$ cat src/rtl/dfr_map.svh
`ifndef DFR_MAP_SVH
`define DFR_MAP_SVH
// How it works
// - jogging uses jog frequency and jog ramp times; jog frequency defaults 6.00 Hz
// - jogging always starts directly and decelerates to stop, whatever modes say
// - four ramp up/down pairs, 0 to 6500.0 s, picked by input terminals
// - requested frequency inside a skip band runs at the nearest band edge
// - both skip frequencies at zero switches skipping off
// - skip during ramps on: running frequency jumps across the band
// - ramping up uses time 1 below up switch frequency, time 2 above
// - ramping down uses time 1 above down switch frequency, time 2 below
// - frequency switchover only with motor 1 and no terminal ramp selection
// - reverse inhibit 0 allows reverse rotation, 1 forbids it
// - direction change holds output at 0 Hz for dead-zone time, up to 3000.0 s
// - below lower limit: 0 runs at limit, 1 stops, 2 runs at zero
// - droop lowers output as load rises, by at most the setting, 10.00 Hz
// - terminal jog priority on: terminal jog while running switches to jogging
// - power-on hours reaching threshold (0 to 65000 h) raise the power-on flag
// - run hours reaching threshold (0 to 65000 h) raise the run-time flag
// - run time reached: action 0 keeps running, 1 stops
// - action 1 stops the drive once the run time is reached

// widths
`define DW 16
`define AW 5
// register indices, one 16-bit register each
`define R_JOG_F      5'h00
`define R_JOG_UP     5'h01
`define R_JOG_DN     5'h02
`define R_UP1        5'h03
`define R_DN2        5'h06
`define R_GRP_LAST   5'h0a
`define R_SKIP1      5'h0b
`define R_SKIP2      5'h0c
`define R_SKIP_AMP   5'h0d
`define R_SKIP_RAMP  5'h0e
`define R_UP_SW      5'h0f
`define R_DN_SW      5'h10
`define R_REV_INH    5'h11
`define R_DEAD_T     5'h12
`define R_LOW_MODE   5'h13
`define R_DROOP      5'h14
`define R_JOG_PRIO   5'h15
`define R_PON_THR    5'h16
`define R_RUN_THR    5'h17
`define R_RUN_ACT    5'h18
`define R_LOW_LIM    5'h19
`define R_START_MODE 5'h1a
`define R_STOP_MODE  5'h1b
`define NCFG         28
`define R_PON_CNT    5'h1c
`define R_RUN_CNT    5'h1d
`define R_STATUS     5'h1e
`define R_OUT_F      5'h1f
// reset values and codes
`define JOG_F_RST    16'h0258
`define TIME_RST     16'h00c8
`define LOW_LIMIT    16'h0000
`define LOW_STOP     16'h0001
`define ACT_STOP     16'h0001
`define MODE_DIRECT  2'h0
`define STOP_DECEL   1'b0
`define DROOP_MAX    16'h03e8
`define FREQ_MAX     16'hffff
`define HOUR_MAX     16'hffff
`define ZERO_F       16'h0000
// timing
`define RAMP_FULL    40'h0000001388
`define CLK_NS       50
`define TENTH_NS     100000000
`define TENTH_PER_H  36000
`define LOAD_SHIFT   8
`endif

$ cat src/rtl/dfr_pkg.sv
`include "dfr_map.svh"
package dfr_pkg;
  typedef struct packed {
    logic                run;
    logic                rev;
    logic                jog;
    logic                sel_act;
    logic [1:0]          digital_input_terminal;
    logic                motor_one;
  } dfr_term_t;
  typedef struct packed {
    logic [`AW-1:0]      addr;
    logic [`DW-1:0]      wdata;
    logic                wr;
    logic                rd;
  } dfr_bus_t;
  typedef struct packed {
    logic [9:0]          pad;
    logic                dead;
    logic                jog;
    logic                run;
    logic                rev;
    logic                pon;
    logic                runr;
  } dfr_status_t;
  typedef enum logic {ST_DRIVE, ST_DEAD} dfr_state_t;
endpackage

$ cat src/rtl/dfr_aux.sv
`timescale 1ns/1ps
`include "dfr_map.svh"
module dfr_aux
  import dfr_pkg::*;
#(
  parameter int unsigned     CYC_PER_TENTH = `TENTH_NS / `CLK_NS,
  parameter longint unsigned CYC_PER_HOUR  = 64'(`TENTH_PER_H) * 64'(CYC_PER_TENTH)
)(
  input  wire logic        clock,
  input  wire logic        sys_rst,
  input  wire dfr_bus_t    bus,
  output logic [15:0]      rd_data_q,
  input  wire dfr_term_t   term,
  input  wire logic [15:0] set_freq,
  input  wire logic [7:0]  load_level,
  output logic [15:0]      out_freq_q,
  output logic             out_rev_q,
  output logic             run_q,
  output logic             jog_q,
  output logic [1:0]       start_mode_q,
  output logic             stop_mode_q,
  output logic             pon_reached_q,
  output logic             run_reached_q
);
  logic [15:0] cfg_q    [`NCFG];
  logic [15:0] hr_cnt_q [2];
  logic [39:0] hr_pre_q [2];
  logic [39:0] acc_q;
  logic [39:0] dz_cnt_q;
  dfr_state_t  state_q;
  dfr_status_t stat;

  logic        below;
  logic        stop_low;
  logic        stop_time;
  logic        jog_d;
  logic        run_d;
  logic        want_rev;
  logic        up;
  logic        down;
  logic        step;
  logic        free;
  logic        tgt_in;
  logic        nf_in;
  logic [1:0]  grp;
  logic [15:0] droop_set;
  logic [23:0] droop_prod;
  logic [15:0] drop;
  logic [15:0] tgt_raw;
  logic [15:0] tgt_dr;
  logic [15:0] tgt_sk;
  logic [15:0] t_lo;
  logic [15:0] t_hi;
  logic [15:0] tgt;
  logic [15:0] act_time;
  logic [39:0] lim;
  logic [39:0] dz_lim;
  logic [15:0] nf;
  logic [15:0] nf_lo;
  logic [15:0] nf_hi;
  logic [15:0] nf_j;

  function automatic logic [15:0] cfg_rst(input logic [4:0] a);
    logic [15:0] v;
    v = 16'h0000;
    if (a == `R_JOG_F)
      v = `JOG_F_RST;
    else if (a >= `R_JOG_UP && a <= `R_GRP_LAST)
      v = `TIME_RST;
    return v;
  endfunction

  // settings file; one register per entry, written whole
  for (genvar i = 0; i < `NCFG; i++)
  begin : g_cfg
    always_ff @(posedge clock)
    begin
      if (sys_rst)
        cfg_q[i] <= cfg_rst(5'(i));
      else if (bus.wr && bus.addr == 5'(i))
        cfg_q[i] <= bus.wdata;
    end
  end

  // a normal run blocks terminal jog unless priority is on
  assign jog_d     = term.jog && (jog_q || !term.run || cfg_q[`R_JOG_PRIO][0]);
  assign below     = set_freq < cfg_q[`R_LOW_LIM];
  assign stop_low  = below && cfg_q[`R_LOW_MODE] == `LOW_STOP && !jog_d;
  assign stop_time = run_reached_q && cfg_q[`R_RUN_ACT] == `ACT_STOP;
  assign run_d     = (term.run || jog_d) && !stop_low && !stop_time;
  assign want_rev  = term.rev && !cfg_q[`R_REV_INH][0];

  // requested frequency before droop and skipping
  always_comb
  begin
    tgt_raw = set_freq;
    if (jog_d)
      tgt_raw = cfg_q[`R_JOG_F];
    else if (below && cfg_q[`R_LOW_MODE] == `LOW_LIMIT)
      tgt_raw = cfg_q[`R_LOW_LIM];
    else if (below)
      tgt_raw = `ZERO_F;
  end

  // droop scales with load/256, so it never quite reaches the setting
  assign droop_set  = (cfg_q[`R_DROOP] > `DROOP_MAX) ? `DROOP_MAX : cfg_q[`R_DROOP];
  assign droop_prod = droop_set * load_level;
  assign drop       = droop_prod[23:`LOAD_SHIFT];
  assign tgt_dr     = (tgt_raw > drop) ? tgt_raw - drop : `ZERO_F;

  dfr_skip u_skip_tgt
  (
    .freq     (tgt_dr),
    .skip_one (cfg_q[`R_SKIP1]),
    .skip_two (cfg_q[`R_SKIP2]),
    .amp      (cfg_q[`R_SKIP_AMP]),
    .in_band  (tgt_in),
    .band_lo  (t_lo),
    .band_hi  (t_hi),
    .nearest  (tgt_sk)
  );

  // ramp toward zero while stopping or turning round
  assign tgt  = (run_d && want_rev == out_rev_q && state_q == ST_DRIVE) ? tgt_sk : `ZERO_F;
  assign up   = out_freq_q < tgt;
  assign down = out_freq_q > tgt;

  // ramp group: terminals first, then switchover points for motor 1
  always_comb
  begin
    grp = 2'h0;
    if (term.sel_act)
      grp = term.digital_input_terminal;
    else if (term.motor_one && up)
      grp = (out_freq_q < cfg_q[`R_UP_SW]) ? 2'h0 : 2'h1;
    else if (term.motor_one && down)
      grp = (out_freq_q > cfg_q[`R_DN_SW]) ? 2'h0 : 2'h1;
  end

  always_comb
  begin
    if (jog_q)
      act_time = down ? cfg_q[`R_JOG_DN] : cfg_q[`R_JOG_UP];
    else
      act_time = cfg_q[`R_UP1 + 5'({grp, down})];
  end

  // ramp time is the time for a full-scale swing; one step every lim/RAMP_FULL cycles, rounded up
  assign lim  = 40'(act_time) * 40'(CYC_PER_TENTH);
  assign step = (up || down) && (acc_q + `RAMP_FULL >= lim);
  assign free = !run_d && !jog_q && !jog_d && cfg_q[`R_STOP_MODE][0];

  always_comb
  begin
    nf = out_freq_q;
    if (free)
      nf = `ZERO_F;
    else if (step && up)
      nf = out_freq_q + 16'h0001;
    else if (step)
      nf = out_freq_q - 16'h0001;
  end

  dfr_skip u_skip_run
  (
    .freq     (nf),
    .skip_one (cfg_q[`R_SKIP1]),
    .skip_two (cfg_q[`R_SKIP2]),
    .amp      (cfg_q[`R_SKIP_AMP]),
    .in_band  (nf_in),
    .band_lo  (nf_lo),
    .band_hi  (nf_hi),
    .nearest  ()
  );

  // never dwell inside a band: cross it in one cycle
  assign nf_j = (cfg_q[`R_SKIP_RAMP][0] && nf_in) ? (down ? nf_lo : nf_hi) : nf;

  // remainder dropped on each step: a small rate error, no wide divider
  always_ff @(posedge clock)
  begin
    if (sys_rst || step || !(up || down))
      acc_q <= 40'h0;
    else
      acc_q <= acc_q + `RAMP_FULL;
  end

  always_ff @(posedge clock)
  begin
    if (sys_rst)
      out_freq_q <= `ZERO_F;
    else
      out_freq_q <= nf_j;
  end

  // direction and dead zone; a stopped drive turns round at once
  assign dz_lim = 40'(cfg_q[`R_DEAD_T]) * 40'(CYC_PER_TENTH);

  always_ff @(posedge clock)
  begin
    if (sys_rst)
    begin
      state_q   <= ST_DRIVE;
      dz_cnt_q  <= 40'h0;
      out_rev_q <= 1'b0;
    end
    else
    begin
      unique case (state_q)
        ST_DRIVE:
        begin
          dz_cnt_q <= 40'h0;
          if (want_rev != out_rev_q && out_freq_q == `ZERO_F)
          begin
            if (run_d && dz_lim != 40'h0)
              state_q <= ST_DEAD;
            else
              out_rev_q <= want_rev;
          end
        end
        ST_DEAD:
        begin
          if (dz_cnt_q + 40'h1 >= dz_lim)
          begin
            state_q   <= ST_DRIVE;
            out_rev_q <= want_rev;
          end
          else
            dz_cnt_q <= dz_cnt_q + 40'h1;
        end
      endcase
    end
  end

  // run and jog state; jog keeps its own ramp until it has stopped
  always_ff @(posedge clock)
  begin
    if (sys_rst)
    begin
      run_q        <= 1'b0;
      jog_q        <= 1'b0;
      start_mode_q <= `MODE_DIRECT;
      stop_mode_q  <= `STOP_DECEL;
    end
    else
    begin
      run_q        <= run_d;
      jog_q        <= jog_d || (jog_q && !term.run && out_freq_q != `ZERO_F);
      start_mode_q <= jog_d ? `MODE_DIRECT : cfg_q[`R_START_MODE][1:0];
      stop_mode_q  <= (jog_d || jog_q) ? `STOP_DECEL : cfg_q[`R_STOP_MODE][0];
    end
  end

  // hour counters: 0 counts power-on time, 1 counts running time
  for (genvar k = 0; k < 2; k++)
  begin : g_hours
    always_ff @(posedge clock)
    begin
      if (sys_rst)
      begin
        hr_pre_q[k] <= 40'h0;
        hr_cnt_q[k] <= 16'h0000;
      end
      else if (k == 0 || run_q)
      begin
        if (hr_pre_q[k] == 40'(CYC_PER_HOUR - 64'h1))
        begin
          hr_pre_q[k] <= 40'h0;
          if (hr_cnt_q[k] != `HOUR_MAX)
            hr_cnt_q[k] <= hr_cnt_q[k] + 16'h0001;
        end
        else
          hr_pre_q[k] <= hr_pre_q[k] + 40'h1;
      end
    end
  end

  // whole-hour compare; a level while count is at or above threshold
  always_ff @(posedge clock)
  begin
    if (sys_rst)
    begin
      pon_reached_q <= 1'b0;
      run_reached_q <= 1'b0;
    end
    else
    begin
      pon_reached_q <= hr_cnt_q[0] >= cfg_q[`R_PON_THR];
      run_reached_q <= hr_cnt_q[1] >= cfg_q[`R_RUN_THR];
    end
  end

  assign stat = '{pad: 10'h000, dead: state_q == ST_DEAD, jog: jog_q, run: run_q,
                  rev: out_rev_q, pon: pon_reached_q, runr: run_reached_q};

  // read data stand for one cycle only, zero otherwise
  always_ff @(posedge clock)
  begin
    if (sys_rst || !bus.rd)
      rd_data_q <= 16'h0000;
    else if (bus.addr < 5'(`NCFG))
      rd_data_q <= cfg_q[bus.addr];
    else if (bus.addr == `R_PON_CNT)
      rd_data_q <= hr_cnt_q[0];
    else if (bus.addr == `R_RUN_CNT)
      rd_data_q <= hr_cnt_q[1];
    else if (bus.addr == `R_STATUS)
      rd_data_q <= stat;
    else
      rd_data_q <= out_freq_q;
  end
endmodule

$ cat src/rtl/dfr_skip.sv
`timescale 1ns/1ps
`include "dfr_map.svh"
module dfr_skip
(
  input  wire logic [15:0] freq,
  input  wire logic [15:0] skip_one,
  input  wire logic [15:0] skip_two,
  input  wire logic [15:0] amp,
  output logic             in_band,
  output logic [15:0]      band_lo,
  output logic [15:0]      band_hi,
  output logic [15:0]      nearest
);
  logic [15:0] ctr [2];
  logic [15:0] lo  [2];
  logic [15:0] hi  [2];
  logic [1:0]  hit;
  logic [15:0] mid;

  assign ctr[0] = skip_one;
  assign ctr[1] = skip_two;

  // a zero centre marks an unused band, so both zero turns skipping off
  for (genvar k = 0; k < 2; k++)
  begin : g_band
    logic [16:0] top;
    assign top    = 17'(ctr[k]) + 17'(amp);
    assign lo[k]  = (ctr[k] > amp) ? ctr[k] - amp : `ZERO_F;
    assign hi[k]  = top[16] ? `FREQ_MAX : top[15:0];
    assign hit[k] = (ctr[k] != `ZERO_F) && (freq > lo[k]) && (freq < hi[k]);
  end

  // band one wins where the two overlap; edges themselves are legal
  always_comb
  begin
    in_band = |hit;
    band_lo = hit[0] ? lo[0] : lo[1];
    band_hi = hit[0] ? hi[0] : hi[1];
    mid     = hit[0] ? ctr[0] : ctr[1];
    nearest = freq;
    if (in_band)
      nearest = (freq < mid) ? band_lo : band_hi;
  end
endmodule

$ cat config.mk
export PLATFORM = sky130hd
export DESIGN_NAME = dfr_aux
export DESIGN_NICKNAME = d
export VERILOG_FILES = /design/src/rtl/dfr_pkg.sv /design/src/rtl/dfr_aux.sv /design/src/rtl/dfr_skip.sv
export VERILOG_INCLUDE_DIRS = /design/src /design/src/rtl
export SDC_FILE = /design/constraint.sdc
export NUM_CORES = 2
export LEC_CHECK = 0
export ABC_CLOCK_PERIOD_IN_PS = 34200
export BUFFER_PORTS_ARGS = -buffer_cell sky130_fd_sc_hd__buf_4
export CAP_MARGIN = 10
export CORE_ASPECT_RATIO = 0.8
export CORE_MARGIN = 2
export CORE_UTILIZATION = 50
export DETAILED_ROUTE_END_ITERATION = 6
export PLACE_DENSITY = 0.66
export SYNTH_ARGS = -nofsm -noshare
export SYNTH_HDL_FRONTEND = slang
export SYNTH_HIERARCHICAL = 1
export SYNTH_SLANG_ARGS = --single-unit
export TNS_END_PERCENT = 100
$ cat constraint.sdc
create_clock -name clock -period 34.2 [get_ports clock]
set_input_delay 1.71 -clock clock [delete_from_list [all_inputs] [get_ports clock]]
set_output_delay 1.71 -clock clock [all_outputs]
set_load 0.05 [all_outputs]
==> flow_metrics.env <==
export IMPL_worstSkewPairLatency_ns=0.70
export IMPL_nets=7358
export IMPL_detail_route_drc_violations=0
export IMPL_worst_path_max_delay_cell="a22oi_1"
export IMPL_finalNonFillerCells=8102
export IMPL_netlist_instances=6325
export IMPL_violations_in_the_final_reports="max-capacitance violations"
export IMPL_die_area_um2=127000
export IMPL_numCtsBuffers=75
export IMPL_core_um2=123000
export IMPL_cts_sink_count=678
export IMPL_cts_resized_gates=0
export IMPL_fp_dieW_um=398
export IMPL_grt_start_max_net_pins=61
export IMPL_worst_r2r_cell_count=95
export IMPL_cp_arrival_ns=29.77
export IMPL_criticalPathCategory="reg -> reg"
export IMPL_grt_use_total_pct=32.3
export IMPL_start_util_pct=50.4
export IMPL_io_buffers=95
export IMPL_dpl_hpwl_um=158000
export IMPL_period_minus_slack_ns=29.25
export IMPL_endpoint_class_of_the_critical_path="flip-flop"
export IMPL_number_of_i_o_pins=96
export IMPL_clkSlewWorstSetupHoldPaths_ns=0.06
export IMPL_post_route_util_pct=54.5
export IMPL_worst_clock_skew_ns=0.0616
export IMPL_placed_cells=7962
export IMPL_clock_tree_htree_level_count=3
export IMPL_place_gp_congestion=1.03
export IMPL_max_slew_margin_rel_pct=1.38
export IMPL_detailroute_via_count=50700
export IMPL_postRouteWirelength_um=208000
export IMPL_synth_yosys_warnings=6
export IMPL_fp_row_count=115
export IMPL_layout_worst_path_cycle_share_pct=85.5
export IMPL_die_height_um=319
export IMPL_drt_wirelength_per_cell_um=25.7
export IMPL_worst_r2r_startpoint="cfg_q[20][2]$_SDFFCE_PN0P_"
export IMPL_final_common_cell="ha_1"
export IMPL_grt_antenna_before_repair=14
export IMPL_post_cts_setup_buffers=0
export IMPL_cts_max_path_buffers=3
export IMPL_finalSetupTns_ns=0
export IMPL_layout_drive_gt1_share_pct=9.32
export IMPL_global_route_wire_length_before_repair_um=309000
export IMPL_final_max_slew_violation_count=0
export IMPL_cts_tree="done"
export IMPL_drt_initial_drc_count=6315
export IMPL_drt_pre_antenna_iters=6
export IMPL_post_synth_instance_area_um2=62000
export IMPL_grt_met1_usage_pct=47.1
export IMPL_area_growth_synth_to_final_pct=8.27
export IMPL_crit_start="cfg_q[20][2]$_SDFFCE_PN0P_"
export IMPL_setup_violations=0
export IMPL_grt_residual_overflow=0
export IMPL_critPathMaxStageDelay_ns=0.88
export IMPL_fill_count=10800
export IMPL_worst_hold_startpoint="acc_q[3]$_SDFF_PP0_"
export IMPL_global_route_usage_met2_pct=46.0
export IMPL_r2r_end="out_freq_q[5]$_SDFF_PP0_"
export IMPL_worst_pin_slew_ns=1.44
export IMPL_rsz_0062_raised_after_global_routing="no"
export IMPL_mean_instance_size_in_the_synthesized_netlist_um2=9.80
export IMPL_hold_path_class="reg -> reg"
export IMPL_crit_path_max_fanout=49
export IMPL_route_detailed_vias_per_inst=6.26
export IMPL_globalRouteMet3Util_pct=8.69
export IMPL_most_used_routing_layer_in_global_routing="met1"
export IMPL_final_hold_viol_count=0
export IMPL_max_freq_mhz=34.2
export IMPL_drt_antenna_violating_nets=0
export IMPL_timing_max_cap_violations=1
export IMPL_timing_critical_path_to="out_freq_q[5]$_SDFF_PP0_"
export IMPL_run_status="finished with violations"
export IMPL_cp_required_ns=34.72
export IMPL_r2r_slack_ns=4.95
export IMPL_crit_path_start_kind="flip-flop"
export IMPL_layout_cells_most_common_list="ha_1, edfxtp_1, inv_1"
export IMPL_vias_in_the_first_global_route=47500
export IMPL_ctsRootBufferMaster="clkbuf_16"
export IMPL_post_cts_hold_buffer_count=0
-- through the flow --
step	setup WS (ns)	hold WS, ns	instance area, um^2
CTS	5.34	0.488	67100
global placement	6.24	0.463	64700
detailed placement	5.44	0.474	64700
global route	3.09	0.512	67100
finish	4.95	0.489	67100
floorplan	10.19	0.445	62300
-- sequential cells by signal, indices dropped and copies added (netlist names), 2 cells and up --
name          cells
acc_q            37
hr_cnt_q         32
cfg_q           448
start_mode_q      2
dz_cnt_q         40
hr_pre_q         80
rd_data_q        16
out_freq_q       16
-- layer usage --
layer | share of wire [%] | up-vias
met2 | 41 | 2770
met5 | 0.063 | -
met3 | 12 | 447
li1 | - | 22800
met4 | 3.8 | 20
met1 | 43 | 24700
-- cell type report --
| cell class | instances | area [um^2] | share of cell area, % |
|---|---|---|---|
| Multi-Input combinational cell | 4944 | 40100 | 59.8 |
| Sequential cell | 678 | 19200 | 28.6 |
| Tap cell | 1638 | 2050 | 3.05 |
| Clock buffer | 94 | 1990 | 2.97 |
| Inverter | 505 | 1900 | 2.83 |
| Timing Repair Buffer | 197 | 1490 | 2.22 |
| Clock inverter | 41 | 364 | 0.543 |
| Antenna cell | 5 | 12.5 | 0.0186 |
-- worst min-delay path by stage --
stage	endpoint	slack, ns	cells after the start
2_1_floorplan	acc_q[3]$_SDFF_PP0_	0.44	1
3_3_place_gp	acc_q[3]$_SDFF_PP0_	0.46	1
3_5_place_dp	acc_q[3]$_SDFF_PP0_	0.47	1
4_1_cts	acc_q[3]$_SDFF_PP0_	0.49	1
5_1_grt	acc_q[3]$_SDFF_PP0_	0.51	1
6_report	acc_q[3]$_SDFF_PP0_	0.49	1
-- critical path: cells and delay by family (launching register included) --
kind	cells	cell delay (ns)
simple gates	26	6.24
buf+inv	8	1.56
flops	1	0.49
fa+ha+maj	18	7.03
compound gates	37	12.13
mux	3	0.94
xor+xnor	3	0.50
Power is not shown: default switching activity piles up to over one toggle a cycle in this logic, so the estimate is an artifact.
